File: config.mk
export PLATFORM = sky130hd
export DESIGN_NAME = ssa_serial_ctrl
export DESIGN_NICKNAME = d
export VERILOG_FILES = /design/src/ssa_pkg.sv /design/src/ssa_sync.sv /design/src/ssa_serial_ctrl.sv
export VERILOG_INCLUDE_DIRS = /design/src
export SDC_FILE = /design/constraint.sdc
export NUM_CORES = 1
export LEC_CHECK = 0
export BUFFER_PORTS_ARGS = -buffer_cell sky130_fd_sc_hd__buf_2
export CORE_UTILIZATION = 50
export DETAILED_ROUTE_END_ITERATION = 8
export HOLD_SLACK_MARGIN = 0.05
export PLACE_DENSITY = 0.69
export SETUP_SLACK_MARGIN = 0.15
export SLEW_MARGIN = 20
export SYNTH_ARGS = -nofsm -noshare
export SYNTH_HDL_FRONTEND = slang
export SYNTH_SLANG_ARGS = --single-unit
File: constraint.sdc
create_clock -name clk -period 2.2 [get_ports clk]
set_input_delay 0.44 -clock clk [delete_from_list [all_inputs] [get_ports clk]]
set_output_delay 0.44 -clock clk [all_outputs]
set_load 0.01 [all_outputs]
File: src/ssa_defines.svh
`ifndef SSA_DEFINES_SVH
`define SSA_DEFINES_SVH

// ----------------------------------------------------------------------
// Widths
// ----------------------------------------------------------------------
`define SSA_RESULT_W         8
`define SSA_MUX_W            4
`define SSA_CNT_W            4

// ----------------------------------------------------------------------
// Sequencing counts
// ----------------------------------------------------------------------
`define SSA_LAST_RESULT_BIT  4'h7
`define SSA_LSB_SHIFTS       4'h7
`define SSA_TRIAL_START      8'h80
`define SSA_SE_CHANNELS      8

// ----------------------------------------------------------------------
// Reset values
// ----------------------------------------------------------------------
// Pin order {cs_n, sclk, di, se_n, cmp}; deselected and shift-enable idle
`define SSA_PINS_RESET       5'h12
`define SSA_ZERO_BYTE        8'h00
`define SSA_ZERO_NIBBLE      4'h0

`endif

File: src/ssa_pkg.sv
`include "ssa_defines.svh"

package ssa_pkg;

    // ------------------------------------------------------------------
    // Sequencer states
    // ------------------------------------------------------------------
    typedef enum logic [2:0] {
        SSA_IDLE     = 3'b000,
        SSA_ADDR     = 3'b001,
        SSA_SETTLE   = 3'b010,
        SSA_CONV     = 3'b011,
        SSA_HOLD_LSB = 3'b100,
        SSA_LSB_OUT  = 3'b101,
        SSA_DONE_LOW = 3'b110
    } ssa_state_type;

    // ------------------------------------------------------------------
    // Channel assignment word, left justified
    // ------------------------------------------------------------------
    typedef struct packed {
        logic       single_or_diff_bit;
        logic       odd_sign_bit;
        logic [1:0] select_bits;
    } ssa_mux_type;

    // ------------------------------------------------------------------
    // Pins that arrive from outside the clock domain
    // ------------------------------------------------------------------
    typedef struct packed {
        logic cs_n;
        logic sclk;
        logic serial_input;
        logic lsb_order_enable_n;
        logic comparator_high;
    } ssa_pins_type;

    typedef struct packed {
        ssa_pins_type meta;
        ssa_pins_type stable;
    } ssa_sync_regs_type;

    // ------------------------------------------------------------------
    // Whole state of the serial controller
    // ------------------------------------------------------------------
    typedef struct packed {
        ssa_state_type                state;
        logic                         sclk_prev;
        logic [`SSA_MUX_W-1:0]        addr;
        logic [`SSA_CNT_W-1:0]        cnt;
        logic                         busy;
        logic                         do_bit;
        logic                         do_en_n;
        logic [`SSA_RESULT_W-1:0]     trial;
        logic [`SSA_RESULT_W-1:0]     result;
        logic [`SSA_RESULT_W-1:0]     out_sreg;
        ssa_mux_type                  mux;
        logic                         sample_pos;
        logic                         sample_neg;
        logic                         cmp_strobe;
    } ssa_regs_type;

endpackage

File: src/ssa_sync.sv
`timescale 1ns/1ps
`default_nettype none

module ssa_sync
    import ssa_pkg::*;
(
    input  wire logic         clk,
    input  wire logic         reset_n,
    input  wire ssa_pins_type pins_async,
    output var  ssa_pins_type pins_sync
);

    ssa_sync_regs_type q;
    ssa_sync_regs_type d;

    // ------------------------------------------------------------------
    // Two-stage synchroniser; only the second stage leaves the module
    // ------------------------------------------------------------------
    always_comb begin
        d        = q;
        d.meta   = pins_async;
        d.stable = q.meta;
    end

    always_ff @(posedge clk or negedge reset_n) begin
        if (!reset_n) begin
            q <= {`SSA_PINS_RESET, `SSA_PINS_RESET};
        end else begin
            q <= d;
        end
    end

    assign pins_sync = q.stable;

endmodule // ssa_sync

`default_nettype wire

File: src/ssa_serial_ctrl.sv
// Function
// - Shift serial input on each rising clock
// - Ignore leading zeros; first one starts
// - Capture two to four assignment bits
// - Half-clock settling after start and assignment bits placed
// - Raise busy, stop accepting serial input
// - Output leaves high-z, drives leading zero
// - Comparator decisions out on falling edges, MSB
// - Eight periods; busy drops half clock later
// - Keep all result bits in shift register
// - Without shift enable, LSB-first follows automatically
// - After LSB stream output low until deselect
// - Shift enable high holds LSB on output
// - Shift enable low clocks out LSB first
// - Single-input variant outputs MSB-first only
// - Chip select high clears all sequencer registers but sclk_prev
// - Serial input looked at only for the start bit and while addressing
// - Sample positive, then negative half clock later
// - Comparator strobed at end of period
// - Result is unsigned eight-bit code
// - First bit single/diff, then odd/sign, select
// - Single-input variant needs no assignment bits
`timescale 1ns/1ps
`default_nettype none

`include "ssa_defines.svh"

module ssa_serial_ctrl
    import ssa_pkg::*;
#(
    parameter int MUX_CHANNELS = 8
)
(
    input  wire logic                      clk,
    input  wire logic                      reset_n,
    input  wire logic                      chip_select_n,
    input  wire logic                      serial_clk,
    input  wire logic                      serial_input,
    input  wire logic                      lsb_order_enable_n,
    input  wire logic                      comparator_high,
    output var  logic                      conversion_busy,
    output var  logic                      serial_out_data,
    output var  logic                      serial_out_en_n,
    output var  ssa_mux_type               mux_assign,
    output var  logic [`SSA_RESULT_W-1:0]  dac_trial_code,
    output var  logic [`SSA_RESULT_W-1:0]  result_code,
    output var  logic                      sample_pos_strobe,
    output var  logic                      sample_neg_strobe,
    output var  logic                      comparator_strobe
);

    // ------------------------------------------------------------------
    // Variant shape
    // ------------------------------------------------------------------
    localparam int  ADDR_W  = (MUX_CHANNELS == 8) ? 4 :
                              (MUX_CHANNELS == 4) ? 3 :
                              (MUX_CHANNELS == 2) ? 2 : 0;
    localparam bit  HAS_SE  = (MUX_CHANNELS == `SSA_SE_CHANNELS);
    localparam bit  MSB_ONLY = (MUX_CHANNELS == 1);

    // ------------------------------------------------------------------
    // Pin synchronisation
    // ------------------------------------------------------------------
    ssa_pins_type pins_async;
    ssa_pins_type pins;

    assign pins_async = '{cs_n:               chip_select_n,
                          sclk:               serial_clk,
                          serial_input:       serial_input,
                          lsb_order_enable_n: lsb_order_enable_n,
                          comparator_high:    comparator_high};

    ssa_sync u_sync (
        .clk        (clk),
        .reset_n    (reset_n),
        .pins_async (pins_async),
        .pins_sync  (pins)
    );

    ssa_regs_type q;
    ssa_regs_type d;

    logic sclk_rise;
    logic sclk_fall;

    // The converter clock is oversampled; it must stay well below clk/4
    assign sclk_rise = pins.sclk & ~q.sclk_prev;
    assign sclk_fall = ~pins.sclk & q.sclk_prev;

    // ------------------------------------------------------------------
    // Sequencer
    // ------------------------------------------------------------------
    always_comb begin
        logic [2:0]                bit_idx;
        logic [`SSA_MUX_W-1:0]     addr_next;
        bit_idx       = 3'(`SSA_LAST_RESULT_BIT - q.cnt);
        addr_next     = {q.addr[`SSA_MUX_W-2:0], pins.serial_input};
        d             = q;
        d.sclk_prev   = pins.sclk;
        d.sample_pos  = 1'b0;
        d.sample_neg  = 1'b0;
        d.cmp_strobe  = 1'b0;

        // Busy falls on the rising edge after the last decision
        if (q.busy && sclk_rise && q.state != SSA_CONV && q.state != SSA_SETTLE) begin
            d.busy = 1'b0;
        end

        case (q.state)
            SSA_IDLE: begin
                if (sclk_rise && pins.serial_input) begin
                    d.cnt = `SSA_ZERO_NIBBLE;
                    if (ADDR_W == 0) begin
                        d.state = SSA_SETTLE;
                    end else begin
                        d.state = SSA_ADDR;
                    end
                end
            end
            SSA_ADDR: begin
                if (sclk_rise) begin
                    d.addr = addr_next;
                    d.cnt  = 4'(q.cnt + 4'h1);
                    if (q.cnt == 4'(ADDR_W - 1)) begin
                        d.state = SSA_SETTLE;
                        d.mux   = ssa_mux_type'(4'(addr_next << (`SSA_MUX_W - ADDR_W)));
                    end
                end
            end
            SSA_SETTLE: begin
                // Serial input is no longer looked at from here on
                if (sclk_fall) begin
                    d.busy       = 1'b1;
                    d.do_en_n    = 1'b0;
                    d.do_bit     = 1'b0;
                    d.trial      = `SSA_TRIAL_START;
                    d.cnt        = `SSA_ZERO_NIBBLE;
                    d.sample_pos = 1'b1;
                    d.state      = SSA_CONV;
                end
            end
            SSA_CONV: begin
                if (sclk_rise && q.cnt == `SSA_ZERO_NIBBLE && q.trial == `SSA_TRIAL_START) begin
                    d.sample_neg = 1'b1;
                end
                if (sclk_fall) begin
                    d.cmp_strobe      = 1'b1;
                    d.do_bit          = pins.comparator_high;
                    d.trial[bit_idx]  = pins.comparator_high;
                    d.result[bit_idx] = pins.comparator_high;
                    if (bit_idx != 3'h0) begin
                        d.trial[bit_idx - 3'h1] = 1'b1;
                    end
                    d.cnt = 4'(q.cnt + 4'h1);
                    if (q.cnt == `SSA_LAST_RESULT_BIT) begin
                        d.out_sreg = {q.result[`SSA_RESULT_W-1:1], pins.comparator_high};
                        d.cnt      = `SSA_ZERO_NIBBLE;
                        if (MSB_ONLY) begin
                            d.state = SSA_DONE_LOW;
                        end else if (HAS_SE) begin
                            d.state = SSA_HOLD_LSB;
                        end else begin
                            d.state = SSA_LSB_OUT;
                        end
                    end
                end
            end
            SSA_HOLD_LSB: begin
                // The least significant bit stays valid while shift enable is high
                if (sclk_fall && !pins.lsb_order_enable_n) begin
                    d.out_sreg = {1'b0, q.out_sreg[`SSA_RESULT_W-1:1]};
                    d.do_bit   = q.out_sreg[1];
                    d.cnt      = 4'h1;
                    d.state    = SSA_LSB_OUT;
                end
            end
            SSA_LSB_OUT: begin
                if (sclk_fall) begin
                    if (q.cnt == `SSA_LSB_SHIFTS) begin
                        d.do_bit = 1'b0;
                        d.state  = SSA_DONE_LOW;
                    end else begin
                        d.out_sreg = {1'b0, q.out_sreg[`SSA_RESULT_W-1:1]};
                        d.do_bit   = q.out_sreg[1];
                        d.cnt      = 4'(q.cnt + 4'h1);
                    end
                end
            end
            SSA_DONE_LOW: begin
                if (sclk_fall) begin
                    d.do_bit = 1'b0;
                end
            end
            default: begin
                d.state = SSA_IDLE;
            end
        endcase

        // Deselect wins over everything; output returns to high impedance
        if (pins.cs_n) begin
            d.state    = SSA_IDLE;
            d.addr     = `SSA_ZERO_NIBBLE;
            d.cnt      = `SSA_ZERO_NIBBLE;
            d.busy     = 1'b0;
            d.do_bit   = 1'b0;
            d.do_en_n  = 1'b1;
            d.trial    = `SSA_ZERO_BYTE;
            d.result   = `SSA_ZERO_BYTE;
            d.out_sreg = `SSA_ZERO_BYTE;
            d.mux      = ssa_mux_type'(`SSA_ZERO_NIBBLE);
            d.sample_pos = 1'b0;
            d.sample_neg = 1'b0;
            d.cmp_strobe = 1'b0;
        end
    end

    always_ff @(posedge clk or negedge reset_n) begin
        if (!reset_n) begin
            q            <= '0;
            q.state      <= SSA_IDLE;
            q.do_en_n    <= 1'b1;
        end else begin
            q <= d;
        end
    end

    // ------------------------------------------------------------------
    // Outputs, all from the state register
    // ------------------------------------------------------------------
    assign conversion_busy   = q.busy;
    assign serial_out_data   = q.do_bit;
    assign serial_out_en_n   = q.do_en_n;
    assign mux_assign        = q.mux;
    assign dac_trial_code    = q.trial;
    assign result_code       = q.result;
    assign sample_pos_strobe = q.sample_pos;
    assign sample_neg_strobe = q.sample_neg;
    assign comparator_strobe = q.cmp_strobe;
endmodule // ssa_serial_ctrl

`default_nettype wire

After elaboration in Yosys (flattened, before gate mapping) --
Index checks and enable logic that the tools add are counted.
Word-level totals: bits of input ports 7, output and inout port bits 26, word-level logic and storage cells 146, flip-flop bits (word level) 55
Cells by class: magnitude comparators 4, eq/ne operators 23, reduce and logical (&&, ||, !) cells 32, muxes and demuxes 53, $add $sub $neg 3, bitwise logic cells 5
Operator list (number):
- $mux W8 | 6
- $mux W41 | 1
- $ne A3 B2 Y1 const B | 13
- $mux W4 | 9
- $mux W3 | 11
- $mux W24 | 1
- $pmux W4 S6 | 1
- $pmux W8 S3 | 1
- $pmux W3 S7 | 1
- $bwmux W8 | 2
- $pmux W8 S2 | 1
- $mux W15 | 1
- $mux W1 | 13
- $reduce_and A6 Y1 | 2
- $reduce_bool A2 Y1 | 6
- $reduce_and A10 Y1 | 1
- $eq A3 B3 Y1 const B | 3
- $logic_and A1 B1 Y1 | 9
- $eq A8 B8 Y1 const B | 1
- $lt A3 B4 Y1 const B | 2
- $or A8 B8 Y8 | 1
- $reduce_and A8 Y1 | 1
- $mux W7 | 1
- $reduce_bool A7 Y1 | 1
- 22 further kinds | 31

Depth between registers and ports, before layout --
Gate-level depths: netlist of the first run.
depth in word-level cells 11, mapped depth 7, mapped depth without buffers 6

Hierarchy --
From an unflattened synthesis of the first run, not the netlist that was laid out.
Unflattened totals: cell total of the unflattened synthesis 314, area total of the unflattened synthesis 2884.0 µm²
Modules (own cells, without submodules):
- ssa_serial_ctrl | sequential area each 1102.3 µm², area an instance 2628.8 µm², cells an instance 304, instances 1
- ssa_sync | sequential area each 255.2 µm², area an instance 255.2 µm², cells an instance 10, instances 1

Least setup slack after synthesis of the first run --
No wires, ideal clock.
path kind register to register, start point register q[45] in the netlist's numbering, end point register q, in the netlist mux_assign[0], arrival time 1.698 ns, buffers on the path 2, clock period less this slack 1.830 ns, cell stages (with the launch flop) 7, setup slack 0.370 ns, data required time 2.068 ns, path through dfrtp_1 > or4_1 > buf_2 > or3_1 > buf_2 > mux2i_1 > nor2_1
On the way: cells in the longest elaborated chain, start to end 3
Ends and longest elaborated chain:
- from (decl) | RTL line ssa_serial_ctrl.sv:80 | ssa_regs_type q;
- $eq A3 B1 Y1 | RTL line ssa_serial_ctrl.sv:109 | case (q.state)
- $reduce_bool A2 Y1 (no line)
- $reduce_and A3 Y1 (no line)
No other way between the ends. A chain may end at the register's enable or synchronous reset.

Final worst setup path of the first run --
start point register q[45] in the netlist's numbering, end point register q, in the netlist mux_assign[1]
Same word-level chain as after synthesis.

==> results of run 1 <==
Yosys cell counts, types with 3 or more instances:
library cell,number
a211oi_1,4
clkbuf_1,11
dfrtp_1,49
nand2b_1,15
nor2_1,37
nor3_1,6
dfstp_2,5
nor2b_1,4
ha_1,3
o21ai_0,25
mux2_2,7
nand3_1,5
a21oi_1,14
nand2_1,19
inv_1,3
a22oi_1,5
o211ai_1,3
buf_4,20
nor4_1,3
buf_2,6
and3_1,4
mux2i_1,16
logic make-up after synthesis:
family                   count (synthesis)  synth area share
AND/OR/NAND/NOR                        109             0.193
adder cells (fa/ha/maj)                  3            0.0132
AO/OA/AOI/OAI                           66             0.145
flip-flops                              54             0.478
multiplexers                            23            0.0841
buffers and inverters                   43            0.0859
final timing paths:
| kind | start | end | depth (start not counted) | slack [ps] |
|---|---|---|---|---|
| max reg2reg | q[45] | mux_assign[1] | 4 | 280 |
| min in group clk | lsb_order_enable_n | u_sync.d[1] | 1 | 230 |
| max in group asynchronous | reset_n | u_sync.pins_sync[1] | 2 | 1770 |
| min reg2reg | u_sync.d[2] | u_sync.pins_sync[2] | 0 | 360 |
| max | q[45] | mux_assign[1] | 4 | 280 |
| min | reset_n | dac_trial_code[3] | 2 | 120 |
flip-flops by register name, summed over array words and instances, names as in the netlist:
name               cells
comparator_strobe      1
conversion_busy        1
dac_trial_code         8
mux_assign             4
q                     18
result_code            8
sample_neg_strobe      1
sample_pos_strobe      1
serial_out_data        1
serial_out_en_n        1
u_sync.d               5
u_sync.pins_sync       5
critical path: stages, from the launching register on:
cell     delay [ps]
dfrtp_1         510
or4_1           580
or3_1           460
mux2i_1         200
nor2_1           50
metal layers:
metal,up-vias,track usage,routed length [um]
met5,-,0,0
met4,0,0.0698,30
met3,2,0.0435,358
met2,92,0.356,2970
met1,1104,0.302,2760
li1,1054,-,-
layout make-up:
cell class | count | share of cell area
clock buffer | 7 | 0.0279
clock inverter | 1 | 0.00971
inverter | 4 | 0.00486
multi-input combinational | 201 | 0.403
sequential | 54 | 0.439
tap | 72 | 0.0291
timing repair buffer | 46 | 0.0858
timing repair:
action | CTS | global route
gates resized for setup | 0 | 2
buffers inserted | 0 | 1
hold buffers | 0 | 0
endpoints found under the hold margin | 0 | 0
setup endpoints to repair | 0 | 16
power by group through the flow:
stage	clock, mW	combinational (mW)	sequential [mW]
global route	0.747	0.856	1.17
finish	0.685	0.776	1.15
CTS	0.711	0.754	1.15
detailed placement	0	0.749	1.17
floorplan	0	0.554	1.13
global placement	0	0.735	1.17
==> impl_metrics.json, run 1 <==
{
  "status": "finished, final reports clean",
  "grt_antenna_before_repair": 0,
  "fp.dieArea_um2": 5990,
  "ys_types": 48,
  "routedWlPerCell_um": 15.9,
  "drcViolationCount": 0,
  "cts_buffer_depth": 2,
  "drt_wl_total_um": 6120,
  "synth-async-reset-ratio": 1.00,
  "critPathKind": "reg -> reg",
  "avgSynthCellArea_um2": 9.53,
  "crit_arrival_ps": 2120,
  "cp_max_fo": 13,
  "relSlewSlack": 0.606,
  "cts_sinks": 54,
  "synth.top_cell.area_share": 0.432,
  "cp-end-kind": "register",
  "tightestPinTransition_ps": 590,
  "mostFrequentLayoutCells": "dfrtp_1, nor2_1, buf_2",
  "drtPass1Iterations": 5,
  "final_area_um2": 3090,
  "drv_slew": 0,
  "hp-class": "in -> async",
  "fill_cells": 495,
  "grt_usage": 0.221,
  "core_um2": 5510,
  "p_sw_frac": 0.339,
  "required_ps": 2400,
  "p_per_area_nw_per_um2": 845,
  "ys_seq_area_frac": 0.478,
  "routed_via_density": 5.85,
  "port_buffers": 32,
  "synth_area_um2": 2840,
  "p_switching_uw": 886,
  "p_int_mw": 1.73,
  "utilization": 0.561,
  "htreeDepth": 2,
  "detail-route-antenna-nets": 0,
  "rsz0062_at_grt": "false",
  "cts_inserted_buffers": 5,
  "drive_gt1_frac": 0.224,
  "fin_cells": 385,
  "drt-initial-drc-count": 184,
  "layout.area.seq_um2": 1360,
  "rows": 27,
  "start_kind": "register",
  "fin_skew_ps": 8.98,
  "cts_root_buf": "clkbuf_8",
  "drv_cap": 0,
  "final_nets": 322,
  "setup_violations": 0,
  "grt_pass1_vias": 2060,
  "timing.fmax_ghz": 0.521,
  "ioPinCount": 33,
  "ys_top_cells_by_area": "dfrtp_1, mux2i_1, buf_4",
  "min_period_over_period": 0.872,
  "period_needed_ps": 1920,
  "setup_slack_ps": 281,
  "yosys.area.top_type": "dfrtp_1",
  "die_w_um": 77.4,
  "holdWs_ps": 120,
  "initial_core_util": 0.516,
  "combPwrFrac": 0.297,
  "seq_power_share": 0.441,
  "synthFlopType": "dfrtp_1",
  "power_mw": 2.61,
  "place_inst": 376,
  "pre_cts_slack_ps": 223,
  "synth_edf_count": 0,
  "placed_area_um2": 2960,
  "gp_congestion": 0.916,
  "insertion_delay_ps": 310,
  "final_common_cell": "dfrtp_1",
  "peakVddDrop_mv": 0.468,
  "num_antenna_cells": 0,
  "pwr-share-clk": 0.262,
  "postSynthCellCount": 298,
  "cts_tree": "yes",
  "overflow": 0,
  "hold_viol": 0,
  "syn_nets": 308,
  "grt_start_max_net_pins": 29,
  "multiInputGateArea_um2": 1250,
  "ys_warn_count": 0,
  "synth_seq_cells": 54,
  "die_h_um": 77.4,
  "syn_to_final_growth_pct": 8.85,
  "hpwl_um": 4370,
  "grt_pass1_wl_um": 10300,
  "clkSlewWorstSetupHoldPaths_ps": 90,
  "p_leak_nw": 1.50,
  "setup-tns-final_ps": 0,
  "vias": 2252
}
(Power assumes the default switching activity.)
==> run 2: changes to the inputs <==
--- a/config.mk
+++ b/config.mk
@@ -8,6 +8,7 @@
 export LEC_CHECK = 0
 export BUFFER_PORTS_ARGS = -buffer_cell sky130_fd_sc_hd__buf_2
 export CORE_UTILIZATION = 50
+export CTS_CLUSTER_DIAMETER = 120
 export DETAILED_ROUTE_END_ITERATION = 8
 export HOLD_SLACK_MARGIN = 0.05
 export PLACE_DENSITY = 0.69
==> constraint.sdc (replaced) <==
create_clock -name clk -period 2.4 [get_ports clk]
set_input_delay 0.48 -clock clk [delete_from_list [all_inputs] [get_ports clk]]
set_output_delay 0.48 -clock clk [all_outputs]
set_load 0.01 [all_outputs]
==> impl_metrics.json, run 2 (synthesis results as in run 1) <==
{
  "cts_tree": "yes",
  "final_area_um2": 3060,
  "final_nets": 317,
  "hp-class": "in -> async",
  "drv_cap": 0,
  "initial_core_util": 0.516,
  "setup-tns-final_ps": 0,
  "crit_slowest_cell": "dfrtp_1",
  "cts_root_buf": "clkbuf_8",
  "num_antenna_cells": 0,
  "cts_sinks": 54,
  "timing.rr.start": "q[35]",
  "gp_congestion": 0.842,
  "vias": 2119,
  "placed_area_um2": 2940,
  "syn_to_final_growth_pct": 7.89,
  "status": "finished, final reports clean",
  "routed-wl-met3_um": 283,
  "grt_usage": 0.210,
  "rows": 27,
  "ioPinCount": 33,
  "rsz0062_at_grt": "false",
  "top_register": "q",
  "drv_slew": 0,
  "cts_buffer_depth": 2,
  "crit_chain": "ha_1 -> and3b_1 -> a31oi_1 -> a22oi_2 -> mux2_2",
  "grt_antenna_before_repair": 0,
  "required_ps": 2610,
  "utilization": 0.556,
  "r2r-end": "q[10]",
  "largest_register_ffs": 18,
  "p_leak_nw": 1.48,
  "mostFrequentLayoutCells": "dfrtp_1, nor2_1, buf_2",
  "relSlewSlack": 0.615,
  "grt_start_max_net_pins": 31,
  "die_w_um": 77.4,
  "postCtsSetupBuffers": 0,
  "die_h_um": 77.4,
  "r2r_cells": 5,
  "htreeDepth": 2,
  "cpPeakStageDelay_ps": 510,
  "setup.worst_path.start": "q[35]",
  "peakVddDrop_mv": 0.385,
  "port_buffers": 32,
  "insertion_delay_ps": 320,
  "cts_inserted_buffers": 5,
  "timing.fmax_ghz": 0.494,
  "tightestPinTransition_ps": 578,
  "hpwl_um": 4120,
  "fp.dieArea_um2": 5990,
  "ff2ff_setup_slack_ps": 380,
  "cp_max_fo": 9,
  "drtPass1Iterations": 4,
  "cp-endpoint": "q[10]",
  "routed_via_density": 5.58,
  "routedWlPerCell_um": 14.9,
  "top_layer": "met4",
  "drcViolationCount": 0,
  "setup_violations": 0,
  "final_common_cell": "dfrtp_1",
  "cp-end-kind": "register",
  "fin_skew_ps": 8.84,
  "met1_length_um": 2720,
  "clkSlewWorstSetupHoldPaths_ps": 100,
  "min_period_over_period": 0.844,
  "crit_arrival_ps": 2230,
  "drive_gt1_frac": 0.211,
  "hold_viol": 0,
  "drt_wl_total_um": 5680,
  "period_needed_ps": 2020,
  "grt_pass1_wl_um": 9760,
  "overflow": 0,
  "cts_resized": 0,
  "p_per_area_nw_per_um2": 771,
  "dr_wl_met2_um": 2580,
  "drt-initial-drc-count": 152,
  "start_kind": "register",
  "critPathKind": "reg -> reg",
  "fill_cells": 498,
  "hold_buffers": 0,
  "grt_pass1_vias": 1972,
  "detail-route-antenna-nets": 0,
  "core_um2": 5510
}
run 2: how the worst min path moves through the flow:
stage | to | slack [ps] | cells past startpoint
4_1_cts | q[34] | 160 | 1
6_report | sample_pos_strobe | 140 | 1
3_5_place_dp | u_sync.pins_sync[0] | 340 | 0
2_1_floorplan | comparator_strobe | 180 | 0
3_3_place_gp | u_sync.pins_sync[3] | 330 | 0
5_1_grt | u_sync.pins_sync[3] | 200 | 1
run 2: report_power, final:
| group | leakage, nW | switching, mW | internal [mW] | total (mW) |
|---|---|---|---|---|
| sequential | 0.714 | 0.0825 | 0.973 | 1.06 |
| combinational | 0.702 | 0.411 | 0.247 | 0.658 |
| clock | 0.0618 | 0.306 | 0.343 | 0.650 |
run 2: routing by layer:
layer | vias to the layer above | global-route usage
met1 | 1010 | 0.295
met3 | 10 | 0.0400
met5 | - | 0
met2 | 56 | 0.321
met4 | 0 | 0.0830
li1 | 1043 | -
run 2: layout make-up:
class | instances | area [um^2] | area share
Sequential cell | 54 | 1360 | 0.443
Multi-Input combinational cell | 201 | 1240 | 0.404
Timing Repair Buffer | 41 | 240 | 0.0784
Tap cell | 72 | 90.1 | 0.0294
Clock buffer | 6 | 82.6 | 0.0269
Clock inverter | 2 | 38.8 | 0.0127
Inverter | 4 | 15.0 | 0.00490
run 2: worst max-delay path: cells and delay by family, from the launching register on:
family,cells,cell delay [ps]
AOI/OAI and AO/OA,2,500
adders and majority gates,1,280
DFF,1,510
muxes,1,390
and+or+nand+nor,1,240
run 2: through the flow:
| step | cells | hold WS (ps) | setup slack [ps] | total power [mW] |
|---|---|---|---|---|
| floorplan | 298 | 184 | 570 | 1.54 |
| global placement | 372 | 332 | 362 | 1.72 |
| detailed placement | 372 | 336 | 304 | 1.72 |
| CTS | 380 | 156 | 292 | 2.38 |
| global route | 380 | 200 | 208 | 2.50 |
| finish | 380 | 144 | 376 | 2.36 |
